## config.mk

```make
export PLATFORM = sky130hd
export DESIGN_NAME = isi_spi_interrupt_out_n
export DESIGN_NICKNAME = d
export VERILOG_FILES = /design/src/rtl/isi_pkg.sv /design/src/rtl/isi_spi_interrupt_out_n.sv
export VERILOG_INCLUDE_DIRS = /design/src /design/src/rtl
export SDC_FILE = /design/constraint.sdc
export NUM_CORES = 1
export LEC_CHECK = 0
export BUFFER_PORTS_ARGS = -buffer_cell sky130_fd_sc_hd__buf_2
export CAP_MARGIN = 20
export CORE_AREA = 2 2 184 186
export CTS_CLUSTER_DIAMETER = 40
export DETAILED_ROUTE_END_ITERATION = 8
export DIE_AREA = 0 0 186 188
export PLACE_DENSITY = 0.95
export SETUP_SLACK_MARGIN = 0.1
export SLEW_MARGIN = 20
export SYNTH_ARGS = -nofsm -noshare
export SYNTH_HDL_FRONTEND = slang
export SYNTH_SLANG_ARGS = --single-unit
```

## constraint.sdc

```tcl
create_clock -name core_clk -period 10 [get_ports core_clk]
set_clock_uncertainty 0.1 [all_clocks]
set_input_delay 0.5 -clock core_clk [delete_from_list [all_inputs] [get_ports core_clk]]
set_output_delay 0.5 -clock core_clk [all_outputs]
set_load 0.02 [all_outputs]
```

## src/rtl/isi_defs.svh

```systemverilog
// Purpose: constants for the inductive sensor serial block
// Assumes: 8-bit registers, 7-bit addresses
// Notes: offsets are register addresses on the serial link
`ifndef ISI_DEFS_SVH
`define ISI_DEFS_SVH
// register addresses
`define ISI_A_ID 7'h00
`define ISI_A_CEIL 7'h01
`define ISI_A_FLOOR 7'h02
`define ISI_A_WDOG 7'h03
`define ISI_A_CONF 7'h04
`define ISI_A_RSV5 7'h05
`define ISI_A_THHI 7'h07
`define ISI_A_THLO 7'h09
`define ISI_A_PINSEL 7'h0a
`define ISI_A_PWR 7'h0b
`define ISI_A_STAT 7'h20
`define ISI_A_PROX 7'h22
`define ISI_A_FLO 7'h23
`define ISI_A_FMID 7'h24
`define ISI_A_FHI 7'h25
// reset values of stored registers, listed from 0x0b down to 0x01
`define ISI_RST_CFG {8'h00, 8'h00, 8'h00, 8'h00, 8'hff, 8'hff, \
   8'h01, 8'h1b, 8'h45, 8'h14, 8'h0e}
// id value is arbitrary, names no real part
`define ISI_ID_VAL 8'h5a
// field positions
`define ISI_RESP_MSB 2
`define ISI_RESP_LSB 0
`define ISI_PWR_BIT 0
`define ISI_MODE_MSB 2
// pin event select encodings
`define ISI_MODE_WAKE 3'h1
`define ISI_MODE_COMP 3'h2
`define ISI_MODE_DATA_READY_MODE 3'h4
// sensor periods per window at response code 0
`define ISI_WIN_UNIT 14'h0040
// data-ready pulse timing
`define ISI_CLK_MHZ 50
`define ISI_PULSE_NS 200
`define ISI_PULSE_CYC ((`ISI_PULSE_NS * `ISI_CLK_MHZ + 999) / 1000)
`endif

```

## src/rtl/isi_pkg.sv

```systemverilog
// Purpose: types for the inductive sensor serial block
// Assumes: constants come from isi_defs.svh
// Notes: one packed struct carries all state of the top except the result buffer
package isi_pkg;
   typedef logic [11:1][7:0] isi_cfg_t;
   typedef struct packed {
      logic [2:0] cs_s;
      logic [2:0] sck_s;
      logic [1:0] sdi_s;
      logic [2:0] tb_s;
      logic [2:0] osc_s;
      logic [2:0] bit_cnt;
      logic in_cmd;
      logic is_read;
      logic [6:0] addr;
      logic [7:0] sh_in;
      logic [7:0] tx;
      logic sdo;
      logic sdo_oe;
      isi_cfg_t cfg;
      logic [7:0] prox;
      logic [23:0] fcnt;
      logic data_ready_mode_n;
      logic cmp;
      logic wake;
      logic data_ready_mode_int;
      logic [3:0] pulse_cnt;
      logic int_n;
      logic win_run;
      logic [13:0] win_per;
      logic [23:0] win_tb;
   } isi_state_t;
endpackage

```

## src/rtl/isi_spi_interrupt_out_n.sv

```systemverilog
// Purpose: serial register access, interrupt pin and counter
// Assumes: pins are asynchronous to core_clk and synchronised
// Notes:
// Notes on behaviour
// access opens with direction bit plus address
// direction bit zero writes, one reads
// each chip select assertion restarts the access
// data out on falling, sampled on rising
// write commits on sixteenth rising clock
// early chip select release writes nothing
// master keeps select through sixteenth clock
// longer select auto-increments the address
// master holds select eight times one-plus-N
// one byte per eight clocks after command
// read from 0x22 streams proximity then count
// device only answers, never starts transfers
// standby after reset, convert only when active
// comparator sets above high, clears below low
// wake-up holds until wake mode is left
// data-ready asserts on data, clears on read
// new data during access gives a pulse
// new data valid only with select high
// timebase clock times the frequency counter
// window length follows the response-time field
// proximity result stored at 0x22
// below floor the result saturates full scale
// 0x01 to 0x05 locked while active
// between thresholds the comparator holds
`timescale 1ns/1ps
`include "isi_defs.svh"

// ------------------------------------------------------------
// result buffer between converter and result registers
// ------------------------------------------------------------
module isi_fifo #(
   parameter int WIDTH = 32,
   parameter int DEPTH = 8
) (
   // clock and reset
   input wire logic clk,
   input wire logic resetn,
   // fill side
   input wire logic in_valid,
   output logic in_ready,
   input wire logic [WIDTH-1:0] in_data,
   // drain side
   output logic out_valid,
   input wire logic out_ready,
   output logic [WIDTH-1:0] out_data
);
   localparam int AW = $clog2(DEPTH);
   logic [WIDTH-1:0] mem [DEPTH];
   logic [AW-1:0] wr_reg;
   logic [AW-1:0] rd_reg;
   logic [AW:0] cnt_reg;
   logic push;
   logic pop;

   // handshake terms and flags
   assign in_ready = cnt_reg != (AW+1)'(DEPTH);
   assign out_valid = cnt_reg != '0;
   assign push = in_valid & in_ready;
   assign pop = out_valid & out_ready;
   assign out_data = mem[rd_reg];

   // pointers and occupancy
   always_ff @(posedge clk or negedge resetn)
   begin
      if (!resetn)
      begin
         wr_reg <= '0;
         rd_reg <= '0;
         cnt_reg <= '0;
      end
      else
      begin
         if (push)
            wr_reg <= (wr_reg == AW'(DEPTH - 1)) ? '0 : wr_reg + 1'b1;
         if (pop)
            rd_reg <= (rd_reg == AW'(DEPTH - 1)) ? '0 : rd_reg + 1'b1;
         if (push && !pop)
            cnt_reg <= cnt_reg + 1'b1;
         else if (pop && !push)
            cnt_reg <= cnt_reg - 1'b1;
      end
   end

   // storage, no reset needed
   always_ff @(posedge clk)
   begin
      if (push)
         mem[wr_reg] <= in_data;
   end
endmodule

// ------------------------------------------------------------
// top: serial slave, result registers, interrupt pin
// ------------------------------------------------------------
module isi_spi_interrupt_out_n (
   // clock and reset
   input wire logic core_clk,
   input wire logic resetn,
   // serial link pins
   input wire logic chip_select_n,
   input wire logic sclk,
   input wire logic sdi,
   output logic sdo,
   output logic sdo_oe,
   // interrupt pin
   output logic interrupt_out_n,
   // counter clocks
   input wire logic timebase_clock,
   input wire logic sensor_osc,
   // analog front end result, core_clk domain
   input wire logic [7:0] prox_code,
   input wire logic prox_below_floor
);
   isi_pkg::isi_state_t s_reg;
   isi_pkg::isi_state_t s_next;
   logic push_valid;
   logic push_ready;
   logic [31:0] push_data;
   logic pop_valid;
   logic pop_ready;
   logic [31:0] pop_data;

   // read mux over the register map
   function automatic logic [7:0] rd_byte(
      input isi_pkg::isi_state_t st,
      input logic [6:0] a
   );
      logic [7:0] v;
      v = 8'h00;
      if (a == `ISI_A_ID)
         v = `ISI_ID_VAL; // arbitrary neutral value
      else if (a <= `ISI_A_PWR)
         v = st.cfg[a[3:0]];
      else if (a == `ISI_A_STAT)
         v = {1'b0, st.data_ready_mode_n, st.wake, st.cmp, 4'h0};
      else if (a == `ISI_A_PROX)
         v = st.prox;
      else if (a == `ISI_A_FLO)
         v = st.fcnt[7:0];
      else if (a == `ISI_A_FMID)
         v = st.fcnt[15:8];
      else if (a == `ISI_A_FHI)
         v = st.fcnt[23:16];
      return v;
   endfunction

   // stored registers that a write may change
   function automatic logic writable(
      input logic [6:0] a,
      input logic active
   );
      logic ok;
      ok = (a >= `ISI_A_CEIL) && (a <= `ISI_A_PWR);
      if (a == `ISI_A_RSV5)
         ok = 1'b0;
      if (active && a <= `ISI_A_RSV5)
         ok = 1'b0;
      return ok;
   endfunction

   // ------------------------------------------------------------
   // next-state logic
   // ------------------------------------------------------------
   always_comb
   begin
      logic cs_act;
      logic sck_rise;
      logic sck_fall;
      logic tb_rise;
      logic osc_rise;
      logic active;
      logic [7:0] byte_in;
      logic [13:0] target;
      logic [2:0] mode;
      logic [7:0] clip;
      logic irq;
      cs_act = 1'b0;
      sck_rise = 1'b0;
      sck_fall = 1'b0;
      tb_rise = 1'b0;
      osc_rise = 1'b0;
      active = 1'b0;
      byte_in = 8'h00;
      target = 14'h0000;
      mode = 3'h0;
      clip = 8'h00;
      irq = 1'b0;
      s_next = s_reg;
      // two-stage synchronisers, plus an edge stage on all but sdi
      s_next.cs_s = {s_reg.cs_s[1:0], chip_select_n};
      s_next.sck_s = {s_reg.sck_s[1:0], sclk};
      s_next.sdi_s = {s_reg.sdi_s[0], sdi};
      s_next.tb_s = {s_reg.tb_s[1:0], timebase_clock};
      s_next.osc_s = {s_reg.osc_s[1:0], sensor_osc};
      cs_act = ~s_reg.cs_s[1];
      sck_rise = s_reg.sck_s[1] & ~s_reg.sck_s[2];
      sck_fall = ~s_reg.sck_s[1] & s_reg.sck_s[2];
      tb_rise = s_reg.tb_s[1] & ~s_reg.tb_s[2];
      osc_rise = s_reg.osc_s[1] & ~s_reg.osc_s[2];
      active = s_reg.cfg[`ISI_A_PWR][`ISI_PWR_BIT];
      mode = s_reg.cfg[`ISI_A_PINSEL][`ISI_MODE_MSB:0];
      // serial slave, driven only by the master's select
      s_next.sdo_oe = cs_act;
      if (!cs_act)
      begin
         // idle select: next assertion starts clean
         s_next.bit_cnt = 3'h0;
         s_next.in_cmd = 1'b1;
         s_next.is_read = 1'b0;
         s_next.tx = 8'h00;
         s_next.sdo = 1'b0;
      end
      else
      begin
         if (sck_fall)
         begin
            // shift out on the falling edge
            s_next.sdo = s_reg.tx[7];
            s_next.tx = {s_reg.tx[6:0], 1'b0};
         end
         if (sck_rise)
         begin
            // sample on the rising edge
            byte_in = {s_reg.sh_in[6:0], s_reg.sdi_s[1]};
            s_next.sh_in = byte_in;
            s_next.bit_cnt = s_reg.bit_cnt + 3'h1;
            if (s_reg.bit_cnt == 3'h7)
            begin
               if (s_reg.in_cmd)
               begin
                  // command byte: direction then address
                  s_next.in_cmd = 1'b0;
                  s_next.is_read = byte_in[7];
                  s_next.addr = byte_in[6:0];
                  if (byte_in[7])
                     s_next.tx = rd_byte(s_reg, byte_in[6:0]);
                  if (byte_in[7] && byte_in[6:0] == `ISI_A_PROX)
                  begin
                     // read command on the result registered
                     s_next.data_ready_mode_int = 1'b0;
                     s_next.data_ready_mode_n = 1'b1;
                  end
               end
               else
               begin
                  // data byte complete; partial bytes never land
                  if (!s_reg.is_read && writable(s_reg.addr, active))
                     s_next.cfg[s_reg.addr[3:0]] = byte_in;
                  s_next.addr = s_reg.addr + 7'h01;
                  if (s_reg.is_read)
                     s_next.tx = rd_byte(s_reg, s_reg.addr + 7'h01);
               end
            end
         end
      end
      // frequency window: sensor periods timed by the timebase
      target = `ISI_WIN_UNIT << s_reg.cfg[`ISI_A_CONF][`ISI_RESP_MSB:
         `ISI_RESP_LSB];
      clip = prox_below_floor ? 8'hff : prox_code;
      push_valid = s_reg.win_run & osc_rise &
         (s_reg.win_per + 14'h0001 == target);
      push_data = {clip, s_reg.win_tb};
      if (!active)
      begin
         // standby: no conversions
         s_next.win_run = 1'b0;
         s_next.win_per = 14'h0000;
         s_next.win_tb = 24'h000000;
      end
      else if (!s_reg.win_run)
      begin
         // start only when the buffer can take the result
         if (push_ready)
         begin
            s_next.win_run = 1'b1;
            s_next.win_per = 14'h0000;
            s_next.win_tb = 24'h000000;
         end
      end
      else
      begin
         if (tb_rise)
            s_next.win_tb = s_reg.win_tb + 24'h000001;
         if (osc_rise)
            s_next.win_per = s_reg.win_per + 14'h0001;
         if (push_valid)
            s_next.win_run = 1'b0;
      end
      // result registers: not updated under a data-phase read
      pop_ready = ~(cs_act & s_reg.is_read & ~s_reg.in_cmd);
      if (s_reg.pulse_cnt != 4'h0)
         s_next.pulse_cnt = s_reg.pulse_cnt - 4'h1;
      if (pop_valid && pop_ready)
      begin
         s_next.prox = pop_data[31:24];
         s_next.fcnt = pop_data[23:0];
         s_next.data_ready_mode_n = 1'b0;
         if (!cs_act)
            s_next.data_ready_mode_int = 1'b1;
         else
            s_next.pulse_cnt = 4'(`ISI_PULSE_CYC);
      end
      // threshold comparator with hysteresis
      if (s_reg.prox > s_reg.cfg[`ISI_A_THHI])
         s_next.cmp = 1'b1;
      else if (s_reg.prox < s_reg.cfg[`ISI_A_THLO])
         s_next.cmp = 1'b0;
      else
         s_next.cmp = s_reg.cmp;
      // wake latch, released only by leaving wake mode
      if (mode != `ISI_MODE_WAKE)
         s_next.wake = 1'b0;
      else if (s_reg.prox > s_reg.cfg[`ISI_A_THHI])
         s_next.wake = 1'b1;
      // pin event select
      unique case (mode)
         `ISI_MODE_COMP: irq = s_reg.cmp;
         `ISI_MODE_WAKE: irq = s_reg.wake;
         `ISI_MODE_DATA_READY_MODE: irq = s_reg.data_ready_mode_int |
            (s_reg.pulse_cnt != 4'h0);
         default: irq = 1'b0;
      endcase
      s_next.int_n = ~irq;
   end

   // ------------------------------------------------------------
   // state register
   // ------------------------------------------------------------
   always_ff @(posedge core_clk or negedge resetn)
   begin
      if (!resetn)
      begin
         s_reg <= '0;
         s_reg.cs_s <= 3'h7;
         s_reg.in_cmd <= 1'b1;
         s_reg.cfg <= `ISI_RST_CFG;
         s_reg.data_ready_mode_n <= 1'b1;
         s_reg.int_n <= 1'b1;
      end
      else
      begin
         s_reg <= s_next;
      end
   end

   // result buffer
   isi_fifo #(
      .WIDTH(32),
      .DEPTH(8)
   ) u_fifo (
      .clk(core_clk),
      .resetn(resetn),
      .in_valid(push_valid),
      .in_ready(push_ready),
      .in_data(push_data),
      .out_valid(pop_valid),
      .out_ready(pop_ready),
      .out_data(pop_data)
   );

   // outputs straight from flops
   assign sdo = s_reg.sdo;
   assign sdo_oe = s_reg.sdo_oe;
   assign interrupt_out_n = s_reg.int_n;
endmodule

```

==> out/results.md, run 1 <==
### Outcome
- status: finished clean

### Finish
- fill cell total of the finished layout: 1874
- share of layout cells above drive strength 1: 21.0%
- most common library cell in the layout ignoring fill and taps: edfxtp_1
- most used cells in the layout excluding fill and tap cells: 256 x edfxtp_1, 181 x dfrtp_1, 164 x nand2_1, 127 x o21ai_0, 95 x mux4_2
- Post-layout nets: 1698
- post-layout utilization of the core: 73.8%
- max FFs per register: 256
- Area Overhead vs Synth: 9.84%

### Floorplan
- starting density of the core: 67.2%
- cell row count: 67
- placeable core region: 33100 µm²
- Die Wd: 186 µm
- DIE AREA: 35000 µm²
- top-level port count: 19
- vertical die dimension: 188 µm

### Synthesis
- sequential fraction of the synthesis area: 59.5%
- register bit total from synthesis: 476
- EDFF count, synth: 256
- Ys Warns: 0
- synthesized net count: 1722
- Synth Area per Inst: 13.3 µm²
- total standard cell area after synthesis: 22300 µm²
- Main synth FF type: edfxtp_1
- Unique masters post-synth: 88
- Synth async-reset ratio: 46.2%
- top cell type by total area after synthesis: edfxtp_1
- area fraction of the dominant cell type after synthesis: 34.5%
- dominant cells by area after synthesis: edfxtp_1 35%, dfrtp_1 21%, mux4_2 9.6%
- cell count after synthesis: 1672

### Clock network
- cells resized by post-CTS repair: 0
- cell chosen for the clock root: clkbuf_16
- insertion delay of the later-clocked pin in the worst-skew pair: 0.64 ns
- Inserted Clock Buffers: 55
- TritonCTS clock tree: built
- H-Tree Depth: 2
- clock transition at the registers of the reported paths: 0.06 ns
- sinks on the clock net: 476
- maximum buffer depth of the clock tree: 3

### Power
- Pwr per Cell Area: 178 nW/µm²
- post-layout total power: 0.00434 W
- Max IR drop VDD: 233 µV
- Static Leak: 8.60 nW

### Worst setup path
- slack of the worst reg-to-reg path: 5.26 ns
- startpoint of the most critical register-to-register path: s_reg[24]$_DFFE_PN0P_
- data required time of the critical path: 10.39 ns
- CP Launch Type: flop
- Critical Path Fanout Max: 12
- worst flop-to-flop path endpoint: u_fifo.cnt_reg[3]$_DFFE_PN0P_
- Worst Reg2Reg Path Length in Cells: 14
- arrival time worst endpoint: 5.13 ns
- critical path capture point type: flop
- critical setup path kind: flop to flop
- crit path from: s_reg[24]$_DFFE_PN0P_

### Timing
- final number of hold-violating endpoints: 0
- post-layout worst setup margin: 5.26 ns
- number of max-slew violations in the final report: 0
- Tcrit/Tclk final: 47.4%
- clock period minus worst slack: 4.74 ns
- summed negative setup slack over all endpoints: 0 ns
- worst slew slack as a fraction of its limit: 23.4%
- final setup fails: 0
- maximum operating frequency: 211 MHz
- Worst Tran Pin Value: 1.15 ns
- unrepaired setup endpoints after global routing: false

### Routing
- violation count after the first detailed-routing iteration: 2077
- drt first pass iters: 6
- vias per cell: 7.14
- number of remaining DRC errors: 0
- routed via count: 15298
- post-DR wirelength/cell: 28.9 µm
- Antenna Violating Nets Remaining: 0
- Total Routed Length: 61900 µm

### Placed design
- count of input and output buffers: 18
- half-perimeter wire length after detailed placement: 37200 µm
- Final Wtd Congestion: 0.965
- worst slack after detailed placement: 5.61 ns

### Global routing
- GR Overflow Total: 0
- initial antenna violation count: 2
- GRT Overall Usage: 37.1%
- number of global-route vias before repair: 15237
- wire length of the first global-routing pass: 95300 µm
- maximum number of pins on one net before global-route repair: 78

### Worst hold path
- Hold Path Origin: prox_code[2]
- worst min path class: input port to flop
- cell depth of the worst min-delay path: 2
- Endpoint, Worst Hold: u_fifo.mem[4][26]$_DFFE_PP_

### Run
- max-capacitance violation count: 0

-- synth_stat cells, drive strengths merged (19+ instances only) --
cell	count
a21oi	70
ha	33
clkbuf	89
inv	34
nor2	91
a211oi	19
nand2	164
nand3	33
mux2i	58
o21ai	128
mux4	95
edfxtp	256
mux2	71
dfrtp	186
and3	19
buf	30
dfstp	34
-- timing repair --
| item | 4_1_cts | 5_1_grt |
|---|---|---|
| setup endpoints to repair | 0 | 0 |
| hold buffers | 6 | 0 |
| buffers inserted | 0 | 0 |
| hold endpoints to repair | 66 | 0 |
-- power breakdown --
group	internal, W	switching (W)	total (W)
logic	0.0000593	0.000147	0.000206
clock network	0.00116	0.000851	0.00202
registers	0.00207	0.0000509	0.00212
total	0.00329	0.00105	0.00434
-- metrics by stage --
step | hold slack, ns | instances | instance area [µm²]
finish | 0.123 | 2144 | 24500
global route | 0.149 | 2143 | 24400
CTS | 0.0932 | 2143 | 24400
detailed placement | 0.239 | 2033 | 22600
global placement | 0.239 | 2033 | 22600
floorplan | 0.104 | 1672 | 22300
-- logic make-up after synthesis --
kind of cell,count (synthesis),synth area share [%]
multiplexers,224,15.8
AO/OA/AOI/OAI,326,9.03
buffers and inverters,154,2.74
AND/OR/NAND/NOR,422,9.50
flip-flops,476,59.5
adder cells (fa/ha/maj),34,1.94
XOR/XNOR,36,1.51
-- layout make-up --
cell class / instances / area (µm²) / area share [%]
diodes: 1 / 2.50 / 0.0102
clock buffers: 72 / 1490 / 6.09
clock inverters: 32 / 317 / 1.29
inverters: 35 / 131 / 0.537
multi-input cells: 1042 / 8440 / 34.5
flip-flops and latches: 476 / 13200 / 54.2
well taps: 448 / 561 / 2.29
repair buffers: 38 / 265 / 1.08
-- critical path: stages (launching register included) --
cell,delay (ns)
dfrtp_1,0.44
ha_1,0.47
nand4_2,0.24
or2_2,0.38
o311ai_1,0.38
nand4_1,0.22
nor3_2,0.77
ha_1,0.34
inv_1,0.11
ha_1,0.31
a21o_1,0.20
a21oi_1,0.20
xnor2_1,0.19
nor2_1,0.10
xor2_1,0.15
-- routing by layer --
layer,share of wire [%],vias to the layer above,global-route usage [%]
met5,0.018,-,0
met4,6.1,2,19.1
met3,9.1,279,8.10
met2,49,1099,59.3
met1,35,7624,48.2
li1,-,6294,-
-- how the worst max path moves through the flow --
stage / to / slack [ns] / depth (start not counted)
floorplan: u_fifo.mem[2][0]$_DFFE_PP_ / 6.31 / 10
global placement: u_fifo.cnt_reg[3]$_DFFE_PN0P_ / 5.93 / 14
detailed placement: u_fifo.cnt_reg[3]$_DFFE_PN0P_ / 5.61 / 14
CTS: u_fifo.cnt_reg[3]$_DFFE_PN0P_ / 5.43 / 14
global route: u_fifo.cnt_reg[3]$_DFFE_PN0P_ / 5.07 / 14
finish: u_fifo.cnt_reg[3]$_DFFE_PN0P_ / 5.26 / 14
(Power assumes the default switching activity.)
==> inputs of run 2 (changes only) <==
--- a/config.mk
+++ b/config.mk
@@ -8,11 +8,11 @@
 export LEC_CHECK = 0
 export BUFFER_PORTS_ARGS = -buffer_cell sky130_fd_sc_hd__buf_2
 export CAP_MARGIN = 20
-export CORE_AREA = 2 2 184 186
+export CORE_AREA = 2 2 201 203
 export CTS_CLUSTER_DIAMETER = 40
 export DETAILED_ROUTE_END_ITERATION = 8
-export DIE_AREA = 0 0 186 188
-export PLACE_DENSITY = 0.95
+export DIE_AREA = 0 0 203 205
+export PLACE_DENSITY = 0.86
 export SETUP_SLACK_MARGIN = 0.1
 export SLEW_MARGIN = 20
 export SYNTH_ARGS = -nofsm -noshare
==> constraint.sdc (replaced) <==
create_clock -name core_clk -period 4.04 [get_ports core_clk]
set_clock_uncertainty 0.1 [all_clocks]
set_input_delay 0.202 -clock core_clk [delete_from_list [all_inputs] [get_ports core_clk]]
set_output_delay 0.202 -clock core_clk [all_outputs]
set_load 0.02 [all_outputs]
==> run 2 against run 1 <==
  * Fmax is 30% higher
  * Highest routed layer is now met4
  * Largest power group is now clock
  * Total power rose to 2.7 times the previous value
  * Via count decreased by 2.0%
  * Register-to-register slack got worse by 4.9 ns
==> out/results.md, run 2 (synthesis gave the netlist of run 1 again) <==
### Outcome
- status: finished clean

### Worst setup path
- critical path's slowest cell: dfrtp_1
- CP Launch Type: flop
- Critical Path Sink: u_fifo.cnt_reg[3]$_DFFE_PN0P_
- total buffers and inverters traversed by the critical path: 1
- cell count along the critical path: 14
- arrival time worst endpoint: 4.02 ns
- startpoint of the most critical register-to-register path: s_reg[30]$_DFFE_PN0P_
- critical path capture point type: flop
- largest incremental delay on the critical path: 0.54 ns
- worst flop-to-flop path endpoint: u_fifo.cnt_reg[3]$_DFFE_PN0P_
- data required time of the critical path: 4.42 ns
- Critical Path Fanout Max: 12
- Worst Reg2Reg Path Length in Cells: 14
- slack of the worst reg-to-reg path: 0.39 ns
- crit path from: s_reg[30]$_DFFE_PN0P_
- kind of cell adding the most delay to the critical path: simple AND/OR/NAND/NOR gates
- Critical Path, Cell by Cell: nand3_1 > nor4_4 > xnor2_1 > mux2i_1 > a32oi_1 > nor3_2 > ha_1 > inv_1 > ha_1 > a21o_1 > a21oi_1 > xnor2_1 > nor2_1 > xor2_1
- critical setup path kind: flop to flop

### Power
- Static Leak: 9.09 nW
- switching power as a share of total power: 24.1%
- sequential group share of total power: 44.3%
- Pwr per Cell Area: 463 nW/µm²
- post-layout total power: 0.0118 W
- Max IR drop VDD: 440 µV
- clock network fraction of total power: 51.3%
- power dissipated by switching net loads: 0.00286 W
- Logic pwr share: 4.4%
- P_int: 0.00898 W

### Routing
- post-DR wirelength/cell: 24.7 µm
- Antenna Violating Nets Remaining: 0
- number of remaining DRC errors: 0
- vias per cell: 6.59
- routed via count: 14988
- drt first pass iters: 5
- violation count after the first detailed-routing iteration: 1901
- Total Routed Length: 56300 µm

### Clock network
- cell chosen for the clock root: clkbuf_16
- insertion delay of the later-clocked pin in the worst-skew pair: 0.60 ns
- Inserted Clock Buffers: 66
- TritonCTS clock tree: built
- sinks on the clock net: 476
- H-Tree Depth: 3
- clock transition at the registers of the reported paths: 0.06 ns
- maximum buffer depth of the clock tree: 3

### Timing
- final setup fails: 0
- Worst Tran Pin Value: 1.04 ns
- maximum operating frequency: 274 MHz
- worst slew slack as a fraction of its limit: 30.4%
- final number of hold-violating endpoints: 0
- worst slack on hold paths: 0.0440 ns
- post-layout worst setup margin: 0.394 ns
- summed negative setup slack over all endpoints: 0 ns
- Tcrit/Tclk final: 90.2%
- number of max-slew violations in the final report: 0
- unrepaired setup endpoints after global routing: false
- clock period minus worst slack: 3.65 ns

### Finish
- most used cells in the layout excluding fill and tap cells: 256 x edfxtp_1, 181 x dfrtp_1, 164 x nand2_1, 127 x o21ai_0, 95 x mux4_2
- Post-layout nets: 1748
- Area Overhead vs Synth: 14.8%
- most common library cell in the layout ignoring fill and taps: edfxtp_1
- ANT cells: 0
- fill cell total of the finished layout: 2626
- share of layout cells above drive strength 1: 23.7%
- sequential cell area: 13200 µm²
- area of the multi-input gates: 8450 µm²
- max FFs per register: 256

### Global routing
- maximum number of pins on one net before global-route repair: 133
- initial antenna violation count: 0
- wire length of the first global-routing pass: 88300 µm
- number of global-route vias before repair: 15134
- GR Overflow Total: 0
- GRT Overall Usage: 28.0%

### Floorplan
- starting density of the core: 56.6%
- vertical die dimension: 205 µm
- DIE AREA: 41600 µm²
- Die Wd: 203 µm
- placeable core region: 39400 µm²
- cell row count: 73
- top-level port count: 19

### Placed design
- worst slack after detailed placement: 0.249 ns
- count of input and output buffers: 18
- half-perimeter wire length after detailed placement: 34200 µm
- Final Wtd Congestion: 1.01

### Worst hold path
- worst min path class: input port to flop
- Hold Path Origin: prox_below_floor

### Run
- max-capacitance violation count: 0

## run 2: area by class of cell
| cell class | count | share of cell area (%) |
|---|---|---|
| clock buffer | 76 | 6.85 |
| sequential | 476 | 51.8 |
| timing repair buffer | 77 | 2.84 |
| inverter | 35 | 0.514 |
| multi-input combinational | 1042 | 33.0 |
| clock inverter | 45 | 2.36 |
| tap | 525 | 2.57 |
## run 2: through the flow
stage | area, µm² | cells | util, %
6_report | 25600 | 2276 | 64.9
5_1_grt | 25600 | 2276 | 64.9
4_1_cts | 25500 | 2275 | 64.8
3_5_place_dp | 23000 | 2140 | 58.5
3_3_place_gp | 23000 | 2139 | 58.4
2_1_floorplan | 22300 | 1672 | -
## run 2: repair_timing
item	in CTS	in global routing
setup buffers	0	0
gates resized for setup	0	3
endpoints found under the hold margin	170	0
setup endpoints to repair	0	54
hold buffers	14	0
## run 2: worst min-delay path by stage
| stage | cells past startpoint | slack [ns] | to |
|---|---|---|---|
| 3_5_place_dp | 1 | 0.21 | s_next[210]$_DFF_PN1_ |
| 3_3_place_gp | 1 | 0.21 | s_next[210]$_DFF_PN1_ |
| 6_report | 2 | 0.04 | u_fifo.mem[7][24]$_DFFE_PP_ |
| 5_1_grt | 2 | 0.06 | u_fifo.mem[7][24]$_DFFE_PP_ |
| 4_1_cts | 2 | 0.02 | u_fifo.mem[1][26]$_DFFE_PP_ |
| 2_1_floorplan | 0 | -0.19 | push_data[0]$_DFFE_PN0P_ |
## run 2: power by group through the flow
| stage | clock network (W) | registers, W | logic, W |
|---|---|---|---|
| finish | 0.00607 | 0.00524 | 0.000524 |
| detailed placement | 0 | 0.00533 | 0.000487 |
| global placement | 0 | 0.00533 | 0.000482 |
| floorplan | 0 | 0.00523 | 0.000355 |
| global route | 0.00635 | 0.00525 | 0.000563 |
| CTS | 0.00616 | 0.00524 | 0.000507 |
## run 2: layer usage
metal / GRT usage [%] / wire length [µm] / vias to the layer above
met5: 0 / 0 / -
met4: 13.5 / 2860 / 0
met3: 4.84 / 4440 / 208
met2: 46.1 / 27800 / 824
met1: 36.3 / 21200 / 7557
li1: - / - / 6399
==> inputs of run 3 (changes only) <==
--- a/config.mk
+++ b/config.mk
@@ -6,12 +6,13 @@
 export SDC_FILE = /design/constraint.sdc
 export NUM_CORES = 1
 export LEC_CHECK = 0
+export ABC_AREA = 1
 export BUFFER_PORTS_ARGS = -buffer_cell sky130_fd_sc_hd__buf_2
 export CAP_MARGIN = 20
-export CORE_AREA = 2 2 201 203
+export CORE_AREA = 2 2 180 226
 export CTS_CLUSTER_DIAMETER = 40
 export DETAILED_ROUTE_END_ITERATION = 8
-export DIE_AREA = 0 0 203 205
+export DIE_AREA = 0 0 182 228
 export PLACE_DENSITY = 0.86
 export SETUP_SLACK_MARGIN = 0.1
 export SLEW_MARGIN = 20
==> run 3 against run 2 <==
  * Register-to-register slack better by 0.09 ns
  * Area after synthesis is 0.79% lower
  * Synthesized cell count grew 37%
  * Global-route usage increased by 2.9 points
  * Via count rose by 20%
  * Non-clock buffer count shrank 4
  * Clock power decreased by 17%
  * Sequential power shrank 2%
  * Core utilization is 2.5 points lower
  * Critical path depth is 1 lower
  * Highest routed layer unchanged
==> out/results.md, run 3 <==
### Routing
- Antenna Violating Nets Remaining: 0
- drt first pass iters: 6
- vias per cell: 6.34
- post-DR wirelength/cell: 22.2 µm
- number of remaining DRC errors: 0
- violation count after the first detailed-routing iteration: 2260
- routed via count: 18051
- Total Routed Length: 63200 µm

### Worst setup path
- critical path's slowest cell: buf_4
- cell count along the critical path: 13
- kind of cell adding the most delay to the critical path: simple AND/OR/NAND/NOR gates
- Critical Path, Cell by Cell: ha_1 > nand3_1 > inv_1 > nand4_1 > inv_1 > nand3_1 > xor2_1 > xor2_1 > nand4_1 > nor2_1 > nand3_1 > nor2_4 > buf_4
- Critical Path Fanout Max: 32
- arrival time worst endpoint: 3.72 ns
- largest incremental delay on the critical path: 0.47 ns
- CP Launch Type: flop
- worst flop-to-flop path endpoint: u_fifo.mem[2][11]$_DFFE_PP_
- cell mode on critical path: nand3_1
- critical setup path kind: flop to flop
- critical path capture point type: flop
- startpoint of the most critical register-to-register path: s_reg[24]$_DFFE_PN0P_
- total buffers and inverters traversed by the critical path: 3
- slack of the worst reg-to-reg path: 0.49 ns
- Worst Reg2Reg Path Length in Cells: 13
- Critical Path Sink: u_fifo.mem[2][11]$_DFFE_PP_
- data required time of the critical path: 4.21 ns
- crit path from: s_reg[24]$_DFFE_PN0P_

### Timing
- summed negative setup slack over all endpoints: 0 ns
- final setup fails: 0
- maximum operating frequency: 281 MHz
- Tcrit/Tclk final: 88.0%
- Worst Tran Pin Value: 1.03 ns
- worst slew slack as a fraction of its limit: 31.2%
- clock period minus worst slack: 3.55 ns
- number of max-slew violations in the final report: 0
- final number of hold-violating endpoints: 0
- unrepaired setup endpoints after global routing: false

### Run
- max-capacitance violation count: 0

### Clock network
- insertion delay of the later-clocked pin in the worst-skew pair: 0.63 ns
- cells resized by post-CTS repair: 0
- cell chosen for the clock root: clkbuf_16
- clock transition at the registers of the reported paths: 0.07 ns
- maximum buffer depth of the clock tree: 3
- TritonCTS clock tree: built
- H-Tree Depth: 2
- Inserted Clock Buffers: 55
- sinks on the clock net: 476

### Synthesis
- synthesized net count: 2336
- register bit total from synthesis: 476
- top cell type by total area after synthesis: edfxtp_1
- Main synth FF type: edfxtp_1
- cell count after synthesis: 2286
- EDFF count, synth: 256
- most instantiated cells after synthesis: 375 x o21ai_0, 357 x nand2_1, 256 x edfxtp_1
- Synth Area per Inst: 9.66 µm²
- Synth async-reset ratio: 46.2%
- area fraction of the dominant cell type after synthesis: 34.8%
- top-count cell post-synth: o21ai_0
- dominant cells by area after synthesis: edfxtp_1 35%, dfrtp_1 21%, o21ai_0 8.5%
- Unique masters post-synth: 53
- Ys Warns: 0
- total standard cell area after synthesis: 22100 µm²
- sequential fraction of the synthesis area: 59.9%

### Floorplan
- top-level port count: 19
- placeable core region: 39600 µm²
- DIE AREA: 41500 µm²
- vertical die dimension: 228 µm
- Die Wd: 182 µm
- starting density of the core: 55.8%
- cell row count: 82

### Finish
- max FFs per register: 256
- most used cells in the layout excluding fill and tap cells: 375 x o21ai_0, 357 x nand2_1, 256 x edfxtp_1, 242 x nor2_1, 187 x inv_1
- most common library cell in the layout ignoring fill and taps: o21ai_0
- ANT cells: 0
- share of layout cells above drive strength 1: 9.35%
- Post-layout nets: 2347
- Area Overhead vs Synth: 12.0%

### Placed design
- half-perimeter wire length after detailed placement: 40500 µm
- Final Wtd Congestion: 1.03
- count of input and output buffers: 18

### Power
- Max IR drop VDD: 389 µV
- post-layout total power: 0.0106 W
- Pwr per Cell Area: 430 nW/µm²
- Static Leak: 9.14 nW

### Global routing
- GR Overflow Total: 0
- initial antenna violation count: 0
- wire length of the first global-routing pass: 99400 µm
- GRT Overall Usage: 30.9%
- number of global-route vias before repair: 17994
- maximum number of pins on one net before global-route repair: 94

### Outcome
- status: finished clean

### Worst hold path
- worst min path class: input port to flop

## run 3: cell types whose count changed in the layout (fill, tap and decap cells not counted), moves of 26 or more
| cell | before | now |
|---|---|---|
| mux4_2 | 95 | 0 |
| nand3_1 | 33 | 107 |
| nor2_1 | 90 | 242 |
| o22ai_1 | 6 | 32 |
| a21oi_1 | 70 | 108 |
| mux2_2 | 68 | 0 |
| mux2i_1 | 58 | 2 |
| o21ai_0 | 127 | 375 |
| o221ai_1 | 3 | 62 |
| nand2_1 | 164 | 357 |
| inv_1 | 34 | 187 |
## run 3: final cells by class
class	instances	area (µm²)
fill	3054	14900
sequential	476	13200
timing repair buffer	73	573
multi-input combinational	1497	7720
clock inverter	37	425
clock buffer	66	1420
tap	504	631
inverter	194	729
## run 3: logic make-up after synthesis
family | after synthesis | share of synthesized area [%]
simple gates | 795 | 15.1
compound gates | 645 | 16.7
flops | 476 | 59.9
buf+inv | 313 | 5.38
fa+ha+maj | 34 | 1.96
xor+xnor | 21 | 0.833
mux | 2 | 0.0906
## run 3: worst min-delay path by stage
stage,startpoint,end,slack [ns],cells past startpoint
3_3_place_gp,resetn,s_reg[203]$_DFF_PN0_,0.16,1
5_1_grt,prox_below_floor,u_fifo.mem[7][30]$_DFFE_PP_,0.05,2
6_report,prox_below_floor,u_fifo.mem[7][30]$_DFFE_PP_,0.06,2
3_5_place_dp,resetn,s_reg[203]$_DFF_PN0_,0.17,1
4_1_cts,prox_below_floor,u_fifo.mem[1][29]$_DFFE_PP_,0.02,2
2_1_floorplan,resetn,push_data[0]$_DFFE_PN0P_,-0.19,0
## run 3: per-stage QoR
| step | worst slack (ns) | instances | util, % | hold slack [ns] | cell area [µm²] |
|---|---|---|---|---|---|
| finish | 0.485 | 2847 | 62.5 | 0.0616 | 24700 |
| global route | 0.236 | 2847 | 62.5 | 0.0461 | 24700 |
| global placement | 0.637 | 2730 | 57.5 | 0.164 | 22800 |
| floorplan | 0.312 | 2286 | - | -0.194 | 22100 |
| detailed placement | 0.591 | 2730 | 57.5 | 0.169 | 22800 |
| CTS | 0.506 | 2847 | 62.5 | 0.0212 | 24700 |
## run 3: power breakdown
| group | internal, W | switching [W] |
|---|---|---|
| clock | 0.00289 | 0.00213 |
| sequential | 0.00512 | 0.0000398 |
| combinational | 0.0000971 | 0.000365 |
## run 3: metal layers
layer / global-route usage (%) / vias up / share of wire (%)
met2: 51.2 / 1136 / 49
met5: 0 / - / 0
li1: - / 8017 / -
met3: 5.86 / 255 / 9.4
met1: 37.2 / 8643 / 35
met4: 19.3 / 0 / 6.3
## run 3: timing repair
item,CTS,global route
endpoints found under the hold margin,158,0
buffers inserted,0,0
hold buffers,14,0
